[src/rtl/cgrf_pkg.sv]
// package for the core general register file: sizes, selectors, reset sequence states
// assumes one core clock and a datapath that drives register requests
package cgrf_pkg;
    localparam int NUM_REGS  = 8;
    localparam int REG_W     = 32;
    localparam int IDX_W     = 3;
    localparam int PC_W      = 24;
    localparam int CCR_W     = 8;
    localparam int CCR_IMASK = 7;
    localparam logic [IDX_W-1:0] SP_IDX = 3'h7;

    // width selector for each access
    typedef enum logic [1:0] {
        CGRF_LONG  = 2'h0,
        CGRF_UHALF = 2'h1,
        CGRF_LHALF = 2'h2,
        CGRF_BYTE  = 2'h3
    } cgrf_width_e;

    // byte select when width is CGRF_BYTE
    localparam logic BYTE_HIGH = 1'h1;

    // reset sequence states, gray along the path
    typedef enum logic [1:0] {
        CGRF_RST_IDLE = 2'h0,
        CGRF_RST_WAIT = 2'h1,
        CGRF_RST_RUN  = 2'h3
    } cgrf_rst_e;
endpackage

[src/rtl/cgrf_acc_if.sv]
`timescale 1ns/100ps
// interface carrying one width-selected register access between the modules
// assumes one core clock domain
interface cgrf_acc_if;
    import cgrf_pkg::*;
    logic [IDX_W-1:0] idx;
    cgrf_width_e      width;
    logic             byte_hi;
    logic [REG_W-1:0] wdata;
    logic [REG_W-1:0] old_val;
    logic [REG_W-1:0] merged;
    logic [REG_W-1:0] rdata;
    modport top  (output idx, width, byte_hi, wdata, old_val, input merged, rdata);
    modport lane (input idx, width, byte_hi, wdata, old_val, output merged, rdata);
endinterface

[src/rtl/cgrf_lane.sv]
`timescale 1ns/100ps
// width lane: extracts a read piece and merges a write piece into a word
// assumes width selectors from cgrf_pkg; purely combinational
module cgrf_lane
    import cgrf_pkg::*;
(
    cgrf_acc_if.lane acc
);
    always_comb begin
        acc.merged = acc.old_val;
        acc.rdata  = '0;
        case (acc.width)
            CGRF_LONG: begin
                acc.merged = acc.wdata;
                acc.rdata  = acc.old_val;
            end
            CGRF_UHALF: begin
                acc.merged[31:16] = acc.wdata[15:0];
                acc.rdata[15:0]   = acc.old_val[31:16];
            end
            CGRF_LHALF: begin
                acc.merged[15:0] = acc.wdata[15:0];
                acc.rdata[15:0]  = acc.old_val[15:0];
            end
            CGRF_BYTE: begin
                if (acc.byte_hi == BYTE_HIGH) begin
                    acc.merged[15:8] = acc.wdata[7:0];
                    acc.rdata[7:0]   = acc.old_val[15:8];
                end else begin
                    acc.merged[7:0] = acc.wdata[7:0];
                    acc.rdata[7:0]  = acc.old_val[7:0];
                end
            end
            default: begin
                acc.merged = acc.old_val;
            end
        endcase
    end
endmodule

[src/rtl/cgrf_regfile.sv]
`timescale 1ns/100ps
// core general register file with program counter and condition flags
// assumes the datapath drives requests synchronous to CLK
module cgrf_regfile
    import cgrf_pkg::*;
#(
    parameter int NREGS = NUM_REGS
)
(
    // clock and reset
    input  wire logic                  CLK,
    input  wire logic                  RESET,
    // width-selected access, one read and one write port
    input  wire logic                  RD_EN,
    input  wire logic [IDX_W-1:0]      RD_IDX,
    input  wire cgrf_pkg::cgrf_width_e RD_WIDTH,
    input  wire logic                  RD_BYTE_HI,
    output logic      [REG_W-1:0]      RD_DATA,
    input  wire logic                  WR_EN,
    input  wire logic [IDX_W-1:0]      WR_IDX,
    input  wire cgrf_pkg::cgrf_width_e WR_WIDTH,
    input  wire logic                  WR_BYTE_HI,
    input  wire logic [REG_W-1:0]      WR_DATA,
    // stack pointer port
    input  wire logic                  SP_WR_EN,
    input  wire logic [REG_W-1:0]      SP_WR_DATA,
    output logic      [REG_W-1:0]      SP_DATA,
    // program counter
    input  wire logic                  PC_WR_EN,
    input  wire logic [PC_W-1:0]       PC_WR_DATA,
    input  wire logic                  VEC_VALID,
    input  wire logic [PC_W-1:0]       VEC_DATA,
    output logic      [PC_W-1:0]       PC_VALUE,
    output logic      [PC_W-1:0]       FETCH_ADDR,
    output logic                       RST_SEQ_BUSY,
    // condition flags
    input  wire logic                  CCR_WR_EN,
    input  wire logic [CCR_W-1:0]      CCR_WR_DATA,
    output logic      [CCR_W-1:0]      CCR_VALUE
);
    import cgrf_pkg::*;

    // index width is fixed by the package, so only eight registers can be reached
    generate
        if (NREGS != NUM_REGS) begin : g_bad_nregs
            $error("cgrf_regfile: NREGS must equal eight");
        end
    endgenerate

    logic [REG_W-1:0] gr_r   [NREGS];
    logic [REG_W-1:0] gr_nxt [NREGS];
    logic [PC_W-1:0]  pc_r, pc_nxt;
    logic [PC_W-1:0]  fetch_r, fetch_nxt;
    logic [CCR_W-1:0] ccr_r, ccr_nxt;
    logic [REG_W-1:0] rd_r, rd_nxt;
    logic [REG_W-1:0] sp_r, sp_nxt;
    cgrf_rst_e        rst_r, rst_nxt;
    logic             busy_r, busy_nxt;

    cgrf_acc_if wacc();
    cgrf_acc_if racc();

    cgrf_lane u_wlane (.acc(wacc));
    cgrf_lane u_rlane (.acc(racc));

    // enable and index decode used by the write port only
    function automatic logic hit(input logic en, input logic [IDX_W-1:0] a,
                                 input logic [IDX_W-1:0] b);
        hit = en && (a == b);
    endfunction

    // control register loads are only honoured once the sequence has finished
    function automatic logic running(input cgrf_rst_e st);
        running = (st == CGRF_RST_RUN);
    endfunction

    assign wacc.idx     = WR_IDX;
    assign wacc.width   = WR_WIDTH;
    assign wacc.byte_hi = WR_BYTE_HI;
    assign wacc.wdata   = WR_DATA;
    assign wacc.old_val = gr_r[WR_IDX];
    assign racc.idx     = RD_IDX;
    assign racc.width   = RD_WIDTH;
    assign racc.byte_hi = RD_BYTE_HI;
    assign racc.wdata   = '0;
    assign racc.old_val = gr_r[RD_IDX];

    // general registers; the datapath port wins over the implicit sp port
    generate
        for (genvar g = 0; g < NREGS; g++) begin : g_gr
            always_comb begin
                gr_nxt[g] = gr_r[g];
                if (hit(WR_EN, WR_IDX, IDX_W'(g))) begin
                    gr_nxt[g] = wacc.merged;
                end else if (SP_WR_EN && (IDX_W'(g) == SP_IDX)) begin
                    gr_nxt[g] = SP_WR_DATA;
                end
            end
            // data registers carry no reset: contents undefined after power-up
            always_ff @(posedge CLK) begin
                gr_r[g] <= gr_nxt[g];
            end
        end
    endgenerate

    // reset exception sequence: wait for the start address from the vector
    // idle lasts one edge so a vector offered on the release edge is not taken
    always_comb begin
        rst_nxt  = rst_r;
        busy_nxt = busy_r;
        case (rst_r)
            CGRF_RST_IDLE: begin
                rst_nxt  = CGRF_RST_WAIT;
                busy_nxt = 1'b1;
            end
            CGRF_RST_WAIT: begin
                if (VEC_VALID) begin
                    rst_nxt  = CGRF_RST_RUN;
                    busy_nxt = 1'b0;
                end
            end
            CGRF_RST_RUN: begin
                rst_nxt  = CGRF_RST_RUN;
                busy_nxt = 1'b0;
            end
            default: begin
                // unreachable encoding: restart the sequence
                rst_nxt  = CGRF_RST_IDLE;
                busy_nxt = 1'b1;
            end
        endcase
    end

    // sequencer and read register are the only state with a true reset value
    always_ff @(posedge CLK) begin
        if (RESET) begin
            rst_r  <= CGRF_RST_IDLE;
            busy_r <= 1'b1;
        end else begin
            rst_r  <= rst_nxt;
            busy_r <= busy_nxt;
        end
    end

    // program counter: vector load first, then datapath loads once running
    // no reset value of its own; the vector load is its only initialiser
    always_comb begin
        pc_nxt = pc_r;
        if (!RESET) begin
            if ((rst_r == CGRF_RST_WAIT) && VEC_VALID) begin
                pc_nxt = VEC_DATA;
            end else if (running(rst_r) && PC_WR_EN) begin
                pc_nxt = PC_WR_DATA;
            end
        end
        // fetch address kept in its own flop so the output needs no gate
        fetch_nxt    = pc_nxt;
        fetch_nxt[0] = 1'b0;
    end

    always_ff @(posedge CLK) begin
        pc_r    <= pc_nxt;
        fetch_r <= fetch_nxt;
    end

    // condition flags: mask bit forced on at reset, the rest keep their value
    // a flag write on a reset edge is dropped so the mask bit always wins
    always_comb begin
        ccr_nxt = ccr_r;
        if (RESET) begin
            ccr_nxt[CCR_IMASK] = 1'b1;
        end else if (running(rst_r) && CCR_WR_EN) begin
            ccr_nxt = CCR_WR_DATA;
        end
    end

    always_ff @(posedge CLK) begin
        ccr_r <= ccr_nxt;
    end

    // read port: registered piece, held while no read is asked for
    // reads see the value before this edge's write, never a bypass
    always_comb begin
        rd_nxt = rd_r;
        if (RD_EN) begin
            rd_nxt = racc.rdata;
        end
    end

    always_ff @(posedge CLK) begin
        if (RESET) begin
            rd_r <= '0;
        end else begin
            rd_r <= rd_nxt;
        end
    end

    // stack pointer view follows register seven after this edge's writes
    // costs a second copy of the word but keeps the output a plain flop
    always_comb begin
        sp_nxt = gr_nxt[SP_IDX];
    end

    always_ff @(posedge CLK) begin
        sp_r <= sp_nxt;
    end

    assign RD_DATA      = rd_r;
    assign SP_DATA      = sp_r;
    assign PC_VALUE     = pc_r;
    assign FETCH_ADDR   = fetch_r;
    assign RST_SEQ_BUSY = busy_r;
    assign CCR_VALUE    = ccr_r;
endmodule

[config.mk]
export PLATFORM = sky130hd
export DESIGN_NAME = cgrf_regfile
export DESIGN_NICKNAME = d
export VERILOG_FILES = /design/src/rtl/cgrf_pkg.sv /design/src/rtl/cgrf_acc_if.sv /design/src/rtl/cgrf_lane.sv /design/src/rtl/cgrf_regfile.sv
export SDC_FILE = /design/constraint.sdc
export NUM_CORES = 1
export LEC_CHECK = 0
export BUFFER_PORTS_ARGS = -buffer_cell sky130_fd_sc_hd__buf_2
export CAP_MARGIN = 10
export CORE_ASPECT_RATIO = 0.75
export CORE_MARGIN = 3
export CORE_UTILIZATION = 30
export CTS_CLUSTER_SIZE = 28
export DETAILED_ROUTE_END_ITERATION = 6
export PLACE_DENSITY = 0.56
export SYNTH_ARGS = -nofsm -noshare
export SYNTH_HDL_FRONTEND = slang
export SYNTH_HIERARCHICAL = 1
export SYNTH_SLANG_ARGS = --single-unit
[constraint.sdc]
create_clock -name CLK -period 3.5 [get_ports CLK]
set_input_delay 0.35 -clock CLK [delete_from_list [all_inputs] [get_ports CLK]]
set_output_delay 0.35 -clock CLK [all_outputs]
set_load 0.01 [all_outputs]
==> summary.md <==
| Metric | Value |
|---|---|
| Top delay family on crit path | `multiplexers` |
| Initial antenna violation count | `3` |
| Max Freq | `between 0.3 and 0.4 GHz` |
| CP Data Required Time | `3.81 ns` |
| Avg WL per Cell | `about 25 um` |
| Total buffers and inverters traversed by the critical path | `2` |
| Detail Route Antenna Nets | `0` |
| Port buffer count | `259` |
| Outcome | `complete, no violations` |
| Starting Density | `between 30% and 40%` |
| WHS Endpoint | `gr_r[7][13]$_DFFE_PP_` |
| P&R area growth vs syn | `20.7%` |
| Maximum VDD drop | `about 0.28 mV` |
| Synth warn | `6` |
| Max-slew headroom | `about a third` |
| Hold_sp | `SP_WR_DATA[13]` |
| Crit-path most repeated cell | `buf_4` |
| Period utilization | `71.5%` |
| Clock Pin Slew Worst Setup and Hold Paths | `~0.06 ns` |
| Crit-path slowest cell | `mux4_1` |
| DIE AREA | `approximately 56000 um^2` |
| Slowest cell delay on critical path | `approximately 0.57 ns` |
| Std cell rows | `72` |
| Hold Crit Class | `primary input to flop` |
| Post-Route WL | `49200 um` |
| Fin nets | `roughly 1400` |
| RR Endpoint | `gr_r[7][9]$_DFFE_PP_` |
| # setup viols final | `0` |
| Layout cells sized above 1 | `between 40% and 50%` |
| Setup TNS | `0 ns` |
| GRT overflow | `0` |
| H-tree depth | `2` |
| Worst setup SP type | `primary input` |
| Clock Skews | `~0.027 ns` |
| Worst Reg-to-Reg Cells | `5` |
| Stages on the worst setup path | `7` |
| GP Congestion | `0.904` |
| First-pass detailed-route iteration total | `5` |
| Most frequent cells in the layout | `edfxtp_1 (287), buf_2 (256), mux4_2 (125)` |
| Pleak | `roughly 7.1 nW` |
| Worst path cell trace | `buf_4, buf_4, mux4_1, mux2_4, nand2_1, o21ai_0, mux2_1` |
| Crit end category | `flop` |
| TritonCTS Sinks | `323` |
| WHS Path Cells | `2` |
| Max-Cap Viols | `0` |
| Critical path class | `primary input to flop` |
| RSZ-0062 raised after global routing | `false` |
| DR iter-0 viols | `between 1000 and 1500` |
| Clock Path Buffers | `3` |
| Synth Net Count | `roughly 1100` |
| Gate Count Post-Synth | `967` |
| Vias post-DR | `~9900` |
| Worst-margin pin slew | `0.998 ns` |
| DIE WIDTH | `roughly 270 um` |
| Post-synthesis cell area | `15900 um^2` |
| CTS tree | `yes` |
| Mapped Avg Cell Area | `around 16 um^2` |
| Multi-input gate area | `about 5900 um^2` |
| Final Power | `between 9 and 10 mW` |
| Dpl hpwl | `about 35000 um` |
| Clk Tree Root Cell | `clkbuf_16` |
| FF-to-FF setup slack | `around 1.2 ns` |
| Max-slew violations | `0` |
| Worst r2r src | `gr_r[7][9]$_DFFE_PP_` |
| Power Density | `slightly below 500 nW/um^2` |
| Largest net degree at the start of global routing | `58` |
| Vias in the first global route | `a little under 10000` |
| Skew-Pair Late Insertion Delay | `~0.56 ns` |
| First-pass GRT wire length | `around 70000 um` |
| Vias per cell | `5.12` |
| Fin. Hold Viols | `0` |
| Period minus WS final | `between 2 and 3 ns` |
| Core Region | `a little over 50000 um^2` |
| Register area | `around 9300 um^2` |
| Critical Path Fanout Max | `30` |
| Commonest non-fill, non-tap cell in the layout | `edfxtp_1` |
| Fill cells | `between 4000 and 5000` |
| Setup bufs post-CTS | `0` |
| # DRC | `0` |
| Number of buffers created by CTS | `37` |
| Ports | `around 260` |
| Crit path DAT | `between 2 and 3 ns` |
| GRT Overall Usage | `about 17%` |
| Die Y | `about 210 um` |
==> layer usage <==
layer  global-route usage [%]  vias up  part of all wire (%)
li1                         -     4269                     -
met1                     22.9     5101                    42
met2                     27.6      485                    46
met3                     4.83       70                   9.3
met4                     5.32        2                   2.7
met5                        0        -                 0.026
==> what timing repair did <==
action	in CTS	in global routing
endpoints found under the hold margin	8	0
gates resized for setup	0	0
hold buffers	8	0
endpoints found under the setup margin	0	0
==> sequential cells by signal, summed over array words and instances, names as in the netlist <==
name          cells
gr_r            256
RD_DATA          32
FETCH_ADDR       23
CCR_VALUE         8
rst_r             2
PC_VALUE          1
RST_SEQ_BUSY      1
==> power breakdown <==
group / internal, mW / leakage [nW] / total [mW] / switching (mW)
logic: 0.512 / 3.56 / 1.16 / 0.648
clock network: 2.33 / 0.597 / 3.93 / 1.60
registers: 4.38 / 2.93 / 4.45 / 0.0734
total: 7.22 / 7.09 / 9.54 / 2.32
==> worst register-to-register path: cells and delay by family, from the launching register on <==
| family | cells | cell delay, ns |
|---|---|---|
| DFF | 1 | 0.50 |
| AOI/OAI and AO/OA | 1 | 0.26 |
| muxes | 4 | 1.30 |
==> final cells by class <==
class | count | share of cell area, %
antenna | 1 | 0.0130
clock buffer | 42 | 4.92
clock inverter | 23 | 1.44
inverter | 10 | 0.195
multi-input combinational | 530 | 30.9
sequential | 323 | 48.6
tap | 703 | 4.58
timing repair buffer | 308 | 9.33
==> through the flow <==
| stage | utilization, % | area (um^2) | hold WS (ns) | worst slack, ns | cells |
|---|---|---|---|---|---|
| global route | 36.9 | 19200 | 0.0621 | 0.862 | 1939 |
| floorplan | - | 15900 | 0.449 | 0.0143 | 967 |
| detailed placement | 34.4 | 17900 | 0.452 | 0.373 | 1866 |
| CTS | 36.9 | 19200 | 0.0493 | 1.00 | 1939 |
| global placement | 34.4 | 17900 | 0.445 | 0.438 | 1866 |
| finish | 37.0 | 19200 | 0.0759 | 0.998 | 1940 |
==> worst max-delay path by stage <==
stage,start,endpoint
global placement,WR_IDX[0],gr_r[7][17]$_DFFE_PP_
floorplan,WR_IDX[0],gr_r[1][0]$_DFFE_PP_
detailed placement,WR_IDX[0],gr_r[7][17]$_DFFE_PP_
finish,WR_IDX[0],gr_r[7][17]$_DFFE_PP_
CTS,WR_IDX[0],gr_r[7][17]$_DFFE_PP_
global route,WR_IDX[0],gr_r[7][17]$_DFFE_PP_
No activity file was read; power rests on OpenSTA's default activity.
